--- src/logic/fire_judgement_defines.vh ---
// constants for the fire judgement block
// assumes sensor values in tenths of their unit, unsigned 10 bit
`ifndef FIRE_JUDGEMENT_DEFINES_VH
`define FIRE_JUDGEMENT_DEFINES_VH
`define CLK_FREQ_HZ        100000000
`define TICK_PERIOD_S      1
`define TICK_CYCLES        (`CLK_FREQ_HZ * `TICK_PERIOD_S)
`define CNT_W              5
`define CNT_FIRE           5'h09
`define CNT_MAX            5'h1f
`define VAL_W              10
// thresholds in tenths
`define THR_SMOKE_PHOTO    10'h028
`define THR_SMOKE_NORMAL   10'h032
`define THR_SMOKE_CLEAN    10'h025
`define THR_TEMP           10'h23a
`define THR_RISE           10'h0b4
`define THR_SUM_NORMAL     10'h078
`define THR_SUM_CLEAN      10'h064
`define THR_SUM_COOK       10'h08c
`define SUM_MIN_SMOKE      10'h019
`define SUM_MIN_RISE       10'h01e
// learning condition codes
`define COND_NORMAL        3'h0
`define COND_STEAM         3'h1
`define COND_CLEAN         3'h2
`define COND_HEAT          3'h3
`define COND_COOK          3'h4
// delay limits in seconds
`define DELAY_MAX_S        8'h3c
`endif

--- src/logic/detector_fire_judgement.v ---
// fire judgement: pulse up-down counter, thresholds and alarm delay
// assumes sampled sensor values arrive from an unsynchronised front end
`timescale 1ns/1ps
`include "fire_judgement_defines.vh"
// Summary of operation
// - counter starts at zero, never negative
// - smoke at threshold adds one per tick
// - smoke below threshold subtracts two
// - temperature at threshold adds three
// - rise adds three; either heat below subtracts two; the heating condition leaves the rise out of both
// - combined sum adds one, else subtracts two
// - count of nine triggers fire judgement
// - photo variant alarms immediately at nine
// - multi variant alarms after adaptive delay
// - adaptive shortens delay by at most half, or lengthens
// - photo smoke threshold four, normal only
// - multi thresholds chosen by learning condition
// - adaptive delay capped at sixty seconds
module detector_fire_judgement #(
  parameter [31:0] TICK_CYCLES = `TICK_CYCLES
) (
  input  wire         sys_clk_in,
  input  wire         reset_in,
  input  wire         clk_en_in,
  input  wire         multi_variant_in,
  input  wire [2:0]   learn_cond_in,
  input  wire [9:0]   smoke_in,
  input  wire [9:0]   temp_in,
  input  wire [9:0]   heat_rise_rate_in,
  input  wire [7:0]   base_delay_in,
  input  wire [7:0]   adaptive_excess_in,
  input  wire         adaptive_shorten_in,
  input  wire         alarm_clear_in,
  output reg          fire_alarm_out,
  output reg          judgement_out,
  output reg  [4:0]   count_out,
  output reg          delay_running_out
);
  // ----------------------------------------
  // helpers
  // ----------------------------------------
  // half of a delay, the most that shortening may remove
  function [7:0] half_of;
    input [7:0] value;
    begin
      half_of = value >> 1;
    end
  endfunction

  // ----------------------------------------
  // input synchronisers
  // ----------------------------------------
  reg [9:0] smoke_s1_reg, smoke_s2_reg, temp_s1_reg, temp_s2_reg;
  reg [9:0] rise_s1_reg, rise_s2_reg;
  reg [2:0] cond_s1_reg, cond_s2_reg;
  reg       multi_s1_reg, multi_s2_reg, clr_s1_reg, clr_s2_reg;
  reg       short_s1_reg, short_s2_reg;
  reg [7:0] base_s1_reg, base_s2_reg, exc_s1_reg, exc_s2_reg;
  // word inputs are assumed held steady across many ticks, so bit skew is harmless
  always @(posedge sys_clk_in or posedge reset_in) begin
    if (reset_in) begin
      smoke_s1_reg <= 10'h000; smoke_s2_reg <= 10'h000;
      temp_s1_reg  <= 10'h000; temp_s2_reg  <= 10'h000;
      rise_s1_reg  <= 10'h000; rise_s2_reg  <= 10'h000;
      cond_s1_reg  <= 3'h0;    cond_s2_reg  <= 3'h0;
      multi_s1_reg <= 1'b0;    multi_s2_reg <= 1'b0;
      clr_s1_reg   <= 1'b0;    clr_s2_reg   <= 1'b0;
      short_s1_reg <= 1'b0;    short_s2_reg <= 1'b0;
      base_s1_reg  <= 8'h00;   base_s2_reg  <= 8'h00;
      exc_s1_reg   <= 8'h00;   exc_s2_reg   <= 8'h00;
    end else if (clk_en_in) begin
      smoke_s1_reg <= smoke_in;           smoke_s2_reg <= smoke_s1_reg;
      temp_s1_reg  <= temp_in;            temp_s2_reg  <= temp_s1_reg;
      rise_s1_reg  <= heat_rise_rate_in;  rise_s2_reg  <= rise_s1_reg;
      cond_s1_reg  <= learn_cond_in;      cond_s2_reg  <= cond_s1_reg;
      multi_s1_reg <= multi_variant_in;   multi_s2_reg <= multi_s1_reg;
      clr_s1_reg   <= alarm_clear_in;     clr_s2_reg   <= clr_s1_reg;
      short_s1_reg <= adaptive_shorten_in; short_s2_reg <= short_s1_reg;
      base_s1_reg  <= base_delay_in;      base_s2_reg  <= base_s1_reg;
      exc_s1_reg   <= adaptive_excess_in; exc_s2_reg   <= exc_s1_reg;
    end
  end

  // ----------------------------------------
  // one-second tick
  // ----------------------------------------
  wire tick;
  tick_divider #(.TICK_CYCLES(TICK_CYCLES)) u_tick (
    .sys_clk_in (sys_clk_in),
    .reset_in   (reset_in),
    .clk_en_in  (clk_en_in),
    .tick_out   (tick)
  );

  // ----------------------------------------
  // thresholds
  // ----------------------------------------
  reg [9:0] thr_smoke, thr_sum;
  reg       rise_used;
  always @* begin
    thr_smoke = `THR_SMOKE_NORMAL;
    thr_sum   = `THR_SUM_NORMAL;
    rise_used = 1'b1;
    if (!multi_s2_reg) begin
      thr_smoke = `THR_SMOKE_PHOTO;
    end else begin
      case (cond_s2_reg)
        `COND_CLEAN: begin
          thr_smoke = `THR_SMOKE_CLEAN;
          thr_sum   = `THR_SUM_CLEAN;
        end
        `COND_HEAT:  rise_used = 1'b0;
        `COND_COOK:  thr_sum   = `THR_SUM_COOK;
        default:     thr_sum   = `THR_SUM_NORMAL;
      endcase
    end
  end

  wire [11:0] sum_val = {1'b0, smoke_s2_reg, 1'b0} + {2'b00, rise_s2_reg};
  wire smoke_hi = smoke_s2_reg >= thr_smoke;
  wire temp_hi  = temp_s2_reg >= `THR_TEMP;
  wire rise_hi  = rise_used && (rise_s2_reg >= `THR_RISE);
  wire heat_lo  = !temp_hi || (rise_used && !rise_hi);
  wire sum_hi   = (sum_val >= {2'b00, thr_sum}) &&
                  (smoke_s2_reg >= `SUM_MIN_SMOKE) && (rise_s2_reg >= `SUM_MIN_RISE);

  // ----------------------------------------
  // counter update
  // ----------------------------------------
  reg [4:0] count_reg;
  reg [7:0] delta_up, delta_dn;
  reg [7:0] count_next;
  always @* begin
    delta_up = smoke_hi ? 8'h01 : 8'h00;
    delta_dn = smoke_hi ? 8'h00 : 8'h02;
    if (multi_s2_reg) begin
      // rise up three, heat low down two
      delta_up = delta_up + (temp_hi ? 8'h03 : 8'h00) + (rise_hi ? 8'h03 : 8'h00);
      delta_dn = delta_dn + (heat_lo ? 8'h02 : 8'h00);
      // combined up one or down two
      delta_up = delta_up + (sum_hi ? 8'h01 : 8'h00);
      delta_dn = delta_dn + (sum_hi ? 8'h00 : 8'h02);
    end
    if ({3'b000, count_reg} + delta_up <= delta_dn)
      count_next = 8'h00;
    else
      count_next = {3'b000, count_reg} + delta_up - delta_dn;
    if (count_next > {3'b000, `CNT_MAX})
      count_next = {3'b000, `CNT_MAX};
  end

  // ----------------------------------------
  // adaptive delay target
  // ----------------------------------------
  reg [8:0] delay_calc;
  reg [7:0] delay_target;
  always @* begin
    if (short_s2_reg)
      delay_calc = {1'b0, base_s2_reg} - {1'b0, ((exc_s2_reg > half_of(base_s2_reg)) ?
                   half_of(base_s2_reg) : exc_s2_reg)};
    else
      delay_calc = {1'b0, base_s2_reg} + {1'b0, exc_s2_reg};
    delay_target = (delay_calc > {1'b0, `DELAY_MAX_S}) ? `DELAY_MAX_S : delay_calc[7:0];
  end

  // ----------------------------------------
  // judgement and alarm
  // ----------------------------------------
  // clear outranks a tick in the same cycle: the panel owns the reset of a latched alarm
  reg [7:0] delay_reg;
  always @(posedge sys_clk_in or posedge reset_in) begin
    if (reset_in) begin
      count_reg         <= 5'h00;
      count_out         <= 5'h00;
      delay_reg         <= 8'h00;
      fire_alarm_out    <= 1'b0;
      judgement_out     <= 1'b0;
      delay_running_out <= 1'b0;
    end else if (clk_en_in) begin
      if (clr_s2_reg) begin
        fire_alarm_out    <= 1'b0;
        judgement_out     <= 1'b0;
        delay_running_out <= 1'b0;
        count_reg         <= 5'h00;
        count_out         <= 5'h00;
      end else if (tick && !judgement_out) begin
        count_reg <= count_next[4:0];
        count_out <= count_next[4:0];
        if (count_next >= {3'b000, `CNT_FIRE}) begin
          judgement_out <= 1'b1;
          if (!multi_s2_reg || delay_target == 8'h00) begin
            fire_alarm_out <= 1'b1;
          end else begin
            delay_reg         <= delay_target;
            delay_running_out <= 1'b1;
          end
        end
      end else if (tick && delay_running_out) begin
        if (delay_reg <= 8'h01) begin
          delay_running_out <= 1'b0;
          fire_alarm_out    <= 1'b1;
        end
        delay_reg <= delay_reg - 8'h01;
      end
    end
  end
endmodule // detector_fire_judgement

--- src/logic/tick_divider.v ---
// one-second enable pulse generator
// assumes sys_clk_in at the rate named in the defines header
`timescale 1ns/1ps
`include "fire_judgement_defines.vh"
module tick_divider #(
  parameter [31:0] TICK_CYCLES = `TICK_CYCLES
) (
  input  wire sys_clk_in,
  input  wire reset_in,
  input  wire clk_en_in,
  output reg  tick_out
);
  reg [31:0] count_reg;
  // ----------------------------------------
  // divider
  // ----------------------------------------
  always @(posedge sys_clk_in or posedge reset_in) begin
    if (reset_in) begin
      count_reg <= 32'h0000_0000;
      tick_out  <= 1'b0;
    end else if (clk_en_in) begin
      if (count_reg >= TICK_CYCLES - 32'h0000_0001) begin
        count_reg <= 32'h0000_0000;
        tick_out  <= 1'b1;
      end else begin
        count_reg <= count_reg + 32'h0000_0001;
        tick_out  <= 1'b0;
      end
    end
  end
endmodule // tick_divider

--- config.mk ---
export PLATFORM = sky130hd
export DESIGN_NAME = detector_fire_judgement
export DESIGN_NICKNAME = d
export VERILOG_FILES = /design/src/logic/detector_fire_judgement.v /design/src/logic/tick_divider.v
export VERILOG_INCLUDE_DIRS = /design/src /design/src/logic
export SDC_FILE = /design/constraint.sdc
export NUM_CORES = 1
export LEC_CHECK = 0
export BUFFER_PORTS_ARGS = -buffer_cell sky130_fd_sc_hd__buf_2
export CELL_PAD_IN_SITES_DETAIL_PLACEMENT = 0
export CELL_PAD_IN_SITES_GLOBAL_PLACEMENT = 1
export CORE_MARGIN = 5
export CORE_UTILIZATION = 25
export DETAILED_ROUTE_END_ITERATION = 12
export MAX_ROUTING_LAYER = met4
export PLACE_DENSITY = 0.43
export REMOVE_ABC_BUFFERS = 1
export SYNTH_ARGS = -nofsm -noshare
export SYNTH_HDL_FRONTEND = slang
export SYNTH_SLANG_ARGS = --single-unit
--- constraint.sdc ---
create_clock -name sys_clk_in -period 11.4 [get_ports sys_clk_in]
set_input_delay 2.85 -clock sys_clk_in [delete_from_list [all_inputs] [get_ports sys_clk_in]]
set_output_delay 2.85 -clock sys_clk_in [all_outputs]
set_load 0.02 [all_outputs]
==> impl_metrics.json, run 1 <==
{
  "timing.max_slew.rel_slack_pct": 41.2,
  "critical_path.max_fanout": 10,
  "max_slew.worst_pin.slew_ns": 0.878,
  "post_synth_xor_area_fraction_pct": 4.09,
  "grt.total_usage_pct": 11.4,
  "criticalPathCategory": "reg2reg",
  "boundary_pins": 63,
  "dr_total_vias": 6172,
  "whs_path_depth": 2,
  "skew_ns": 0.0151,
  "tns_ns": 0,
  "cpMostUsedCell": "sky130_fd_sc_hd__inv_1",
  "netlist_area_um2": 8560,
  "worst_skew_pair.late_latency_ns": 0.44,
  "port-buffer-count": 61,
  "avgSynthCellArea_um2": 10.3,
  "via_per_inst": 4.58,
  "die_h_um": 195,
  "global_route_wire_length_before_repair_mm": 34.4,
  "worst_hold_path_type": "reg2reg",
  "synth_top_area_cell": "sky130_fd_sc_hd__dfrtp_1",
  "route.detailed.wl_per_inst_um": 15.2,
  "cts_max_level": 4,
  "via_count_of_the_first_global_routing_pass": 6395,
  "ant_cells": 0,
  "die_area_um2": 38000,
  "nets": 996,
  "final-setup-viol-count": 0,
  "cts_root_buf": "sky130_fd_sc_hd__clkbuf_16",
  "routed_wirelength_mm": 20.5,
  "synth_simple_gate_area_share_pct": 13.6,
  "cpPeakStageDelay_ns": 0.58,
  "floorplan.core_area_um2": 33700,
  "cts_buffers": 17,
  "timing_max_transition_violations_final": 0,
  "cts_max_path_buffers": 2,
  "multiplexer_share_of_the_synthesized_area_pct": 12.8,
  "rrSetupSlack_ns": 3.14,
  "cts_stage_hold_buffer_count": 0,
  "timing.critical_path.arrival_ns": 8.62,
  "synth_compound_area_share_pct": 13.6,
  "r2r_cells": 31,
  "gp_congestion": 0.739,
  "power_density_nw_per_um2": 200,
  "min_delay_worst_endpoint": "base_s2_reg[4]",
  "critical_path.startpoint_type": "register",
  "synthesis.instances": 830,
  "async_reset_ff_share_pct": 100,
  "reg2reg_from": "smoke_s2_reg[0]",
  "detailedRoute.firstPassIterationCount": 4,
  "largest_family_of_logic_cells_by_synthesized_area": "simple AND/OR/NAND/NOR gates",
  "fin_hold_ws_ns": 0.476,
  "synthTopCellsByArea": "sky130_fd_sc_hd__dfrtp_1 44%, sky130_fd_sc_hd__mux2_2 12%, sky130_fd_sc_hd__ha_1 7.2%",
  "cts.sinks": 151,
  "drt_first_iter_violations": 205,
  "synth-adder-area-share_pct": 8.56,
  "die_outline_width_um": 195,
  "peakVddDrop_mv": 0.101,
  "grt_remaining_overflow": 0,
  "synth_seq_area_share_pct": 44.1,
  "synth_ff_type": "sky130_fd_sc_hd__dfrtp_1",
  "layout-drive-gt1-share_pct": 22.7,
  "cap_viol_max_count": 0,
  "synth-warning-count": 0,
  "setup.worst_path.end_class": "register",
  "final_design_area_no_fill_um2": 9950,
  "n_fill_cell": 3609,
  "hp-start": "base_s1_reg[4]",
  "detailed_place.area_um2": 9360,
  "drcViolationCount": 0,
  "share_of_the_synthesized_area_in_the_top_cell_type_pct": 44.1,
  "outcome": "finished clean",
  "worst_setup_hold_path_clk_slew_ns": 0.07,
  "grt_start_max_net_pins": 88,
  "dp.final_hpwl_mm": 14.6,
  "timing.fmax_mhz": 121,
  "total_power_uw": 1990,
  "rsz_0062_raised_after_global_routing": "false",
  "edff_count_synth": 0,
  "postSynthRegisterBits": 151,
  "antenna_found_initial": 0,
  "rows": 67,
  "finalWorstPathRequiredPeriod_ns": 8.26,
  "final_hold_viol_count": 0,
  "synthDistinctLibCells": 67,
  "starting_density_of_the_core_pct": 25.4,
  "slowest_stage": "sky130_fd_sc_hd__o21ai_0",
  "cts_tree": "yes",
  "antenna_left": 0,
  "timing.rr.end": "delay_reg[7]",
  "cts.repair.resized": 0,
  "largest_reg_flops": 32,
  "cts_setup_buffers": 0,
  "syn_to_final_growth_pct": 16.2,
  "leakage_uw": 0.00436,
  "worst-endpoint-required_ns": 11.76,
  "final_min_period_over_clock_period_pct": 72.5
}
==> cell usage after synthesis, drive strengths merged (5+ instances only) <==
cell	n
a211o	6
a21o	12
a21oi	45
a22oi	6
a31oi	8
and2	5
and3	6
and4	5
buf	6
clkbuf	21
dfrtp	151
fa	6
ha	49
inv	46
mux2	94
nand2	53
nand2b	11
nand3	22
nand4	8
nor2	71
nor2b	11
nor3	18
o21ai	45
o22ai	8
o31ai	5
or2	7
or3	5
or4	6
xnor2	19
xor2	21
==> cell usage in the layout (no fill, tap or decap), types with 4 or more instances in the layout <==
cell type and instances:
sky130_fd_sc_hd__dfrtp_1 151, sky130_fd_sc_hd__mux2_2 94, sky130_fd_sc_hd__nor2_1 71, sky130_fd_sc_hd__buf_2 60, sky130_fd_sc_hd__nand2_1 53, sky130_fd_sc_hd__ha_1 49
sky130_fd_sc_hd__inv_1 45, sky130_fd_sc_hd__a21oi_1 45, sky130_fd_sc_hd__o21ai_0 44, sky130_fd_sc_hd__nand3_1 22, sky130_fd_sc_hd__xor2_1 21, sky130_fd_sc_hd__xnor2_1 19
sky130_fd_sc_hd__nor3_1 18, sky130_fd_sc_hd__clkbuf_16 17, sky130_fd_sc_hd__a21o_1 12, sky130_fd_sc_hd__nor2b_1 11, sky130_fd_sc_hd__nand2b_1 11, sky130_fd_sc_hd__nand4_1 8
sky130_fd_sc_hd__o22ai_1 8, sky130_fd_sc_hd__a31oi_1 7, sky130_fd_sc_hd__inv_8 7, sky130_fd_sc_hd__a211o_1 6, sky130_fd_sc_hd__a22oi_1 6, sky130_fd_sc_hd__fa_1 6
sky130_fd_sc_hd__and4_1 5, sky130_fd_sc_hd__or4_1 5, sky130_fd_sc_hd__and3_1 5, sky130_fd_sc_hd__and2_1 5, sky130_fd_sc_hd__o31ai_1 5, sky130_fd_sc_hd__or2_2 5
sky130_fd_sc_hd__o2bb2ai_1 4, sky130_fd_sc_hd__mux2i_1 4, sky130_fd_sc_hd__inv_6 4, sky130_fd_sc_hd__o211ai_1 4, sky130_fd_sc_hd__or3_1 4
==> routing by layer <==
| metal | share of wire, % | vias to the layer above | GRT usage, % | routed length (um) |
|---|---|---|---|---|
| met5 | 0 | - | - | 0 |
| met4 | 0.90 | 0 | 2.64 | 184 |
| met3 | 2.6 | 11 | 2.64 | 527 |
| met2 | 43 | 59 | 16.7 | 8870 |
| met1 | 53 | 2993 | 16.1 | 10900 |
| li1 | - | 3109 | - | - |
==> kinds of logic (layout without fill, tap and decap cells) <==
kind of cell	after synthesis	in the layout
compound gates	176	176
xor+xnor	40	40
fa+ha+maj	55	55
buf+inv	73	142
flops	151	151
mux	98	98
simple gates	237	237
==> worst max path at each step <==
stage,startpoint,end,slack (ns),cells past startpoint
after floorplan,smoke_s2_reg[0],delay_reg[7],4.39,31
after global placement,smoke_s2_reg[0],delay_reg[7],3.19,31
after detailed placement,smoke_s2_reg[0],delay_reg[7],3.22,31
after CTS,smoke_s2_reg[0],delay_reg[7],3.20,31
after global routing,smoke_s2_reg[0],delay_reg[7],2.48,31
final,smoke_s2_reg[0],delay_reg[7],3.14,31
==> final cells by class <==
class                   instances  area (um2)  share of cell area, %
clock buffers                  17         425                   4.28
multi-input cells             606        4500                   45.3
repair buffers                 64         334                   3.36
clock inverters                15         170                   1.71
flip-flops and latches        151        3780                   38.0
inverters                      46         178                   1.79
well taps                     448         561                   5.63
==> through the flow <==
stage,util [%],cells,setup slack [ns]
detailed placement,27.8,1315,3.22
floorplan,-,803,4.39
finish,29.5,1347,3.14
global placement,27.8,1315,3.19
global route,29.5,1347,2.48
CTS,29.5,1347,3.20
==> critical path: cells and delay by family, from the launching register on <==
kind                     cells  cell delay, ns
XOR/XNOR                     1            0.10
AO/OA/AOI/OAI               13            3.14
buffers and inverters        5            0.34
flip-flops                   1            0.40
AND/OR/NAND/NOR              4            1.57
adder cells (fa/ha/maj)      8            2.62
==> power breakdown <==
part,switching (uW),internal (uW)
sequential,79.1,608
combinational,414,313
clock,277,297
(Power assumes the default switching activity.)
==> run 2, diff against run 1 <==
==> constraint.sdc (replaced) <==
create_clock -name sys_clk_in -period 7.92 [get_ports sys_clk_in]
set_input_delay 1.98 -clock sys_clk_in [delete_from_list [all_inputs] [get_ports sys_clk_in]]
set_output_delay 1.98 -clock sys_clk_in [all_outputs]
set_load 0.02 [all_outputs]
==> run 2 against run 1 <==
  * First-iteration DRC count increased by 29%
  * Sequential power increased by 43%
  * Hold slack improved by 0.0059 ns
  * Total power increased by 51%
  * Count of clock-buffer cells in the layout grew 1
  * Core utilization rose by 0.39 points
  * Combinational power increased by 60%
  * Clock skew is 0.0027 ns higher
  * Via count up 0.16%
  * Fmax rose by 13%
  * Highest routed layer unchanged
  * Register-to-register slack lost 2.6 ns
  * Flip-flop and latch count unchanged
==> impl_metrics.json, run 2 (synthesized netlist as in run 1, its figures left out) <==
{
  "pwr-share-comb_pct": 38.4,
  "rsz_0062_raised_after_global_routing": "false",
  "cp_num_cells": 32,
  "internal_power_uw": 1890,
  "worst_skew_pair.late_latency_ns": 0.43,
  "cts_tree": "yes",
  "worst_hold_path_type": "reg2reg",
  "fin_cells": 1359,
  "reg2reg_from": "rise_s2_reg[1]",
  "via_count_of_the_first_global_routing_pass": 6466,
  "final_hold_viol_count": 0,
  "antenna_left": 0,
  "gp_congestion": 0.757,
  "layout_commonest_cell": "sky130_fd_sc_hd__dfrtp_1",
  "criticalPathCategory": "reg2reg",
  "timing.fmax_mhz": 136,
  "worst-endpoint-required_ns": 8.27,
  "max_slew.worst_pin.slew_ns": 1.00,
  "grt_remaining_overflow": 0,
  "detailedRoute.firstPassIterationCount": 6,
  "ant_cells": 0,
  "largest_reg_flops": 32,
  "rows": 67,
  "cpPeakStageDelay_ns": 0.50,
  "final_cell_mix": "151 x sky130_fd_sc_hd__dfrtp_1, 94 x sky130_fd_sc_hd__mux2_2, 71 x sky130_fd_sc_hd__nor2_1",
  "die_area_um2": 38000,
  "rrSetupSlack_ns": 0.59,
  "final-setup-viol-count": 0,
  "peakVddDrop_mv": 0.156,
  "cap_viol_max_count": 0,
  "netSwitchingPower_uw": 1110,
  "die_h_um": 195,
  "port-buffer-count": 61,
  "cts_max_level": 4,
  "global_route_wire_length_before_repair_mm": 35.1,
  "timing.max_slew.rel_slack_pct": 32.5,
  "setup.worst_path.end_class": "register",
  "timing.rr.end": "delay_reg[7]",
  "dr_total_vias": 6182,
  "critical_path.max_fanout": 5,
  "drcViolationCount": 0,
  "route.detailed.wl_per_inst_um": 15.3,
  "cts_max_path_buffers": 2,
  "starting_density_of_the_core_pct": 25.4,
  "drt_first_iter_violations": 265,
  "r2r_cells": 32,
  "floorplan.core_area_um2": 33700,
  "via_per_inst": 4.55,
  "skew_ns": 0.0177,
  "nets": 1008,
  "syn_to_final_growth_pct": 17.8,
  "layout-drive-gt1-share_pct": 24.1,
  "cts_root_buf": "sky130_fd_sc_hd__clkbuf_16",
  "grt.total_usage_pct": 11.6,
  "final_min_period_over_clock_period_pct": 92.6,
  "timing_max_transition_violations_final": 0,
  "boundary_pins": 63,
  "cts_buffers": 17,
  "share_clk_of_total_power_pct": 28.8,
  "worst_setup_hold_path_clk_slew_ns": 0.07,
  "routed_wirelength_mm": 20.8,
  "timing.critical_path.arrival_ns": 7.69,
  "dp.final_hpwl_mm": 14.9,
  "cpMostUsedCell": "sky130_fd_sc_hd__inv_1",
  "tns_ns": 0,
  "crit_path_end": "delay_reg[7]",
  "n_fill_cell": 3568,
  "switching_fraction_pct": 37.1,
  "die_outline_width_um": 195,
  "critical_path.startpoint": "rise_s2_reg[1]",
  "critical_path.startpoint_type": "register",
  "power_frac_seq_pct": 32.8,
  "slowest_stage": "sky130_fd_sc_hd__or4_1",
  "outcome": "finished clean",
  "grt_start_max_net_pins": 84,
  "antenna_found_initial": 0,
  "final_core_utilization_pct": 29.9,
  "cpLargestDelayFamily": "adder cells",
  "leakage_uw": 0.00443,
  "cts.sinks": 151,
  "worst-path-buf-inv": 6,
  "finalWorstPathRequiredPeriod_ns": 7.33,
  "power_density_nw_per_um2": 298,
  "place.detailed.instances": 1326
}
==> run 2: cell types whose count changed in the layout (fill, tap and decap cells not counted), sizes merged <==
cell / delta
clkinvlp: +1
inv: -3
clkbuf: +1
clkinv: -1
buf: +12
bufinv: +2
==> run 2: cell type report <==
class                           instances  area (um2)  area share (%)
Clock inverter                         14         185            1.84
Tap cell                              448         561            5.56
Sequential cell                       151        3780            37.5
Inverter                               46         178            1.76
Timing Repair Buffer                   76         424            4.21
Clock buffer                           18         439            4.36
Multi-Input combinational cell        606        4520            44.8
==> run 2: worst register-to-register path: cells and delay by family (launching register included) <==
kind / cells / cell delay, ns
xor+xnor: 1 / 0.09
simple gates: 4 / 1.38
compound gates: 13 / 2.40
buf+inv: 6 / 0.51
flops: 1 / 0.39
fa+ha+maj: 8 / 2.49
==> run 2: how the worst min path moves through the flow <==
stage	depth (start not counted)	startpoint	endpoint	slack [ns]
4_1_cts	2	base_s1_reg[5]	base_s2_reg[5]	0.49
3_3_place_gp	2	base_s1_reg[3]	base_s2_reg[3]	0.46
2_1_floorplan	2	base_s1_reg[0]	base_s2_reg[0]	0.45
6_report	2	base_s1_reg[4]	base_s2_reg[4]	0.48
3_5_place_dp	2	base_s1_reg[4]	base_s2_reg[4]	0.47
5_1_grt	2	base_s1_reg[5]	base_s2_reg[5]	0.52
==> run 2: what timing repair did <==
item                                    in CTS  in global routing
hold buffers                                 0                  0
endpoints found under the setup margin       0                 10
buffers inserted                             0                  1
resized for setup                            0                  9
==> run 2: metrics by stage <==
step | hold slack (ns) | setup WS (ns) | cell area, um2 | power, uW
2_1_floorplan | 0.448 | 0.907 | 8460 | 1780
3_3_place_gp | 0.464 | 0.0719 | 9440 | 2160
3_5_place_dp | 0.468 | 0.158 | 9440 | 2140
4_1_cts | 0.488 | 0.133 | 10100 | 3040
5_1_grt | 0.517 | 0.0504 | 10100 | 3270
6_report | 0.482 | 0.587 | 10100 | 3010
==> run 2: power by group through the flow <==
stage | Sequential (uW) | Clock [uW] | Combinational (uW)
detailed placement | 1000 | 0 | 1140
global route | 1010 | 933 | 1330
CTS | 988 | 905 | 1150
floorplan | 977 | 0 | 800
finish | 985 | 866 | 1160
global placement | 1000 | 0 | 1150
==> run 2: metal layers <==
layer / share of wire [%] / track usage (%) / vias to the layer above / wire length [um]
li1: - / - / 3120 / -
met1: 55 / 17.0 / 2986 / 11300
met2: 42 / 16.1 / 69 / 8750
met3: 2.5 / 2.45 / 7 / 509
met4: 0.80 / 3.15 / 0 / 167
met5: 0 / - / - / 0
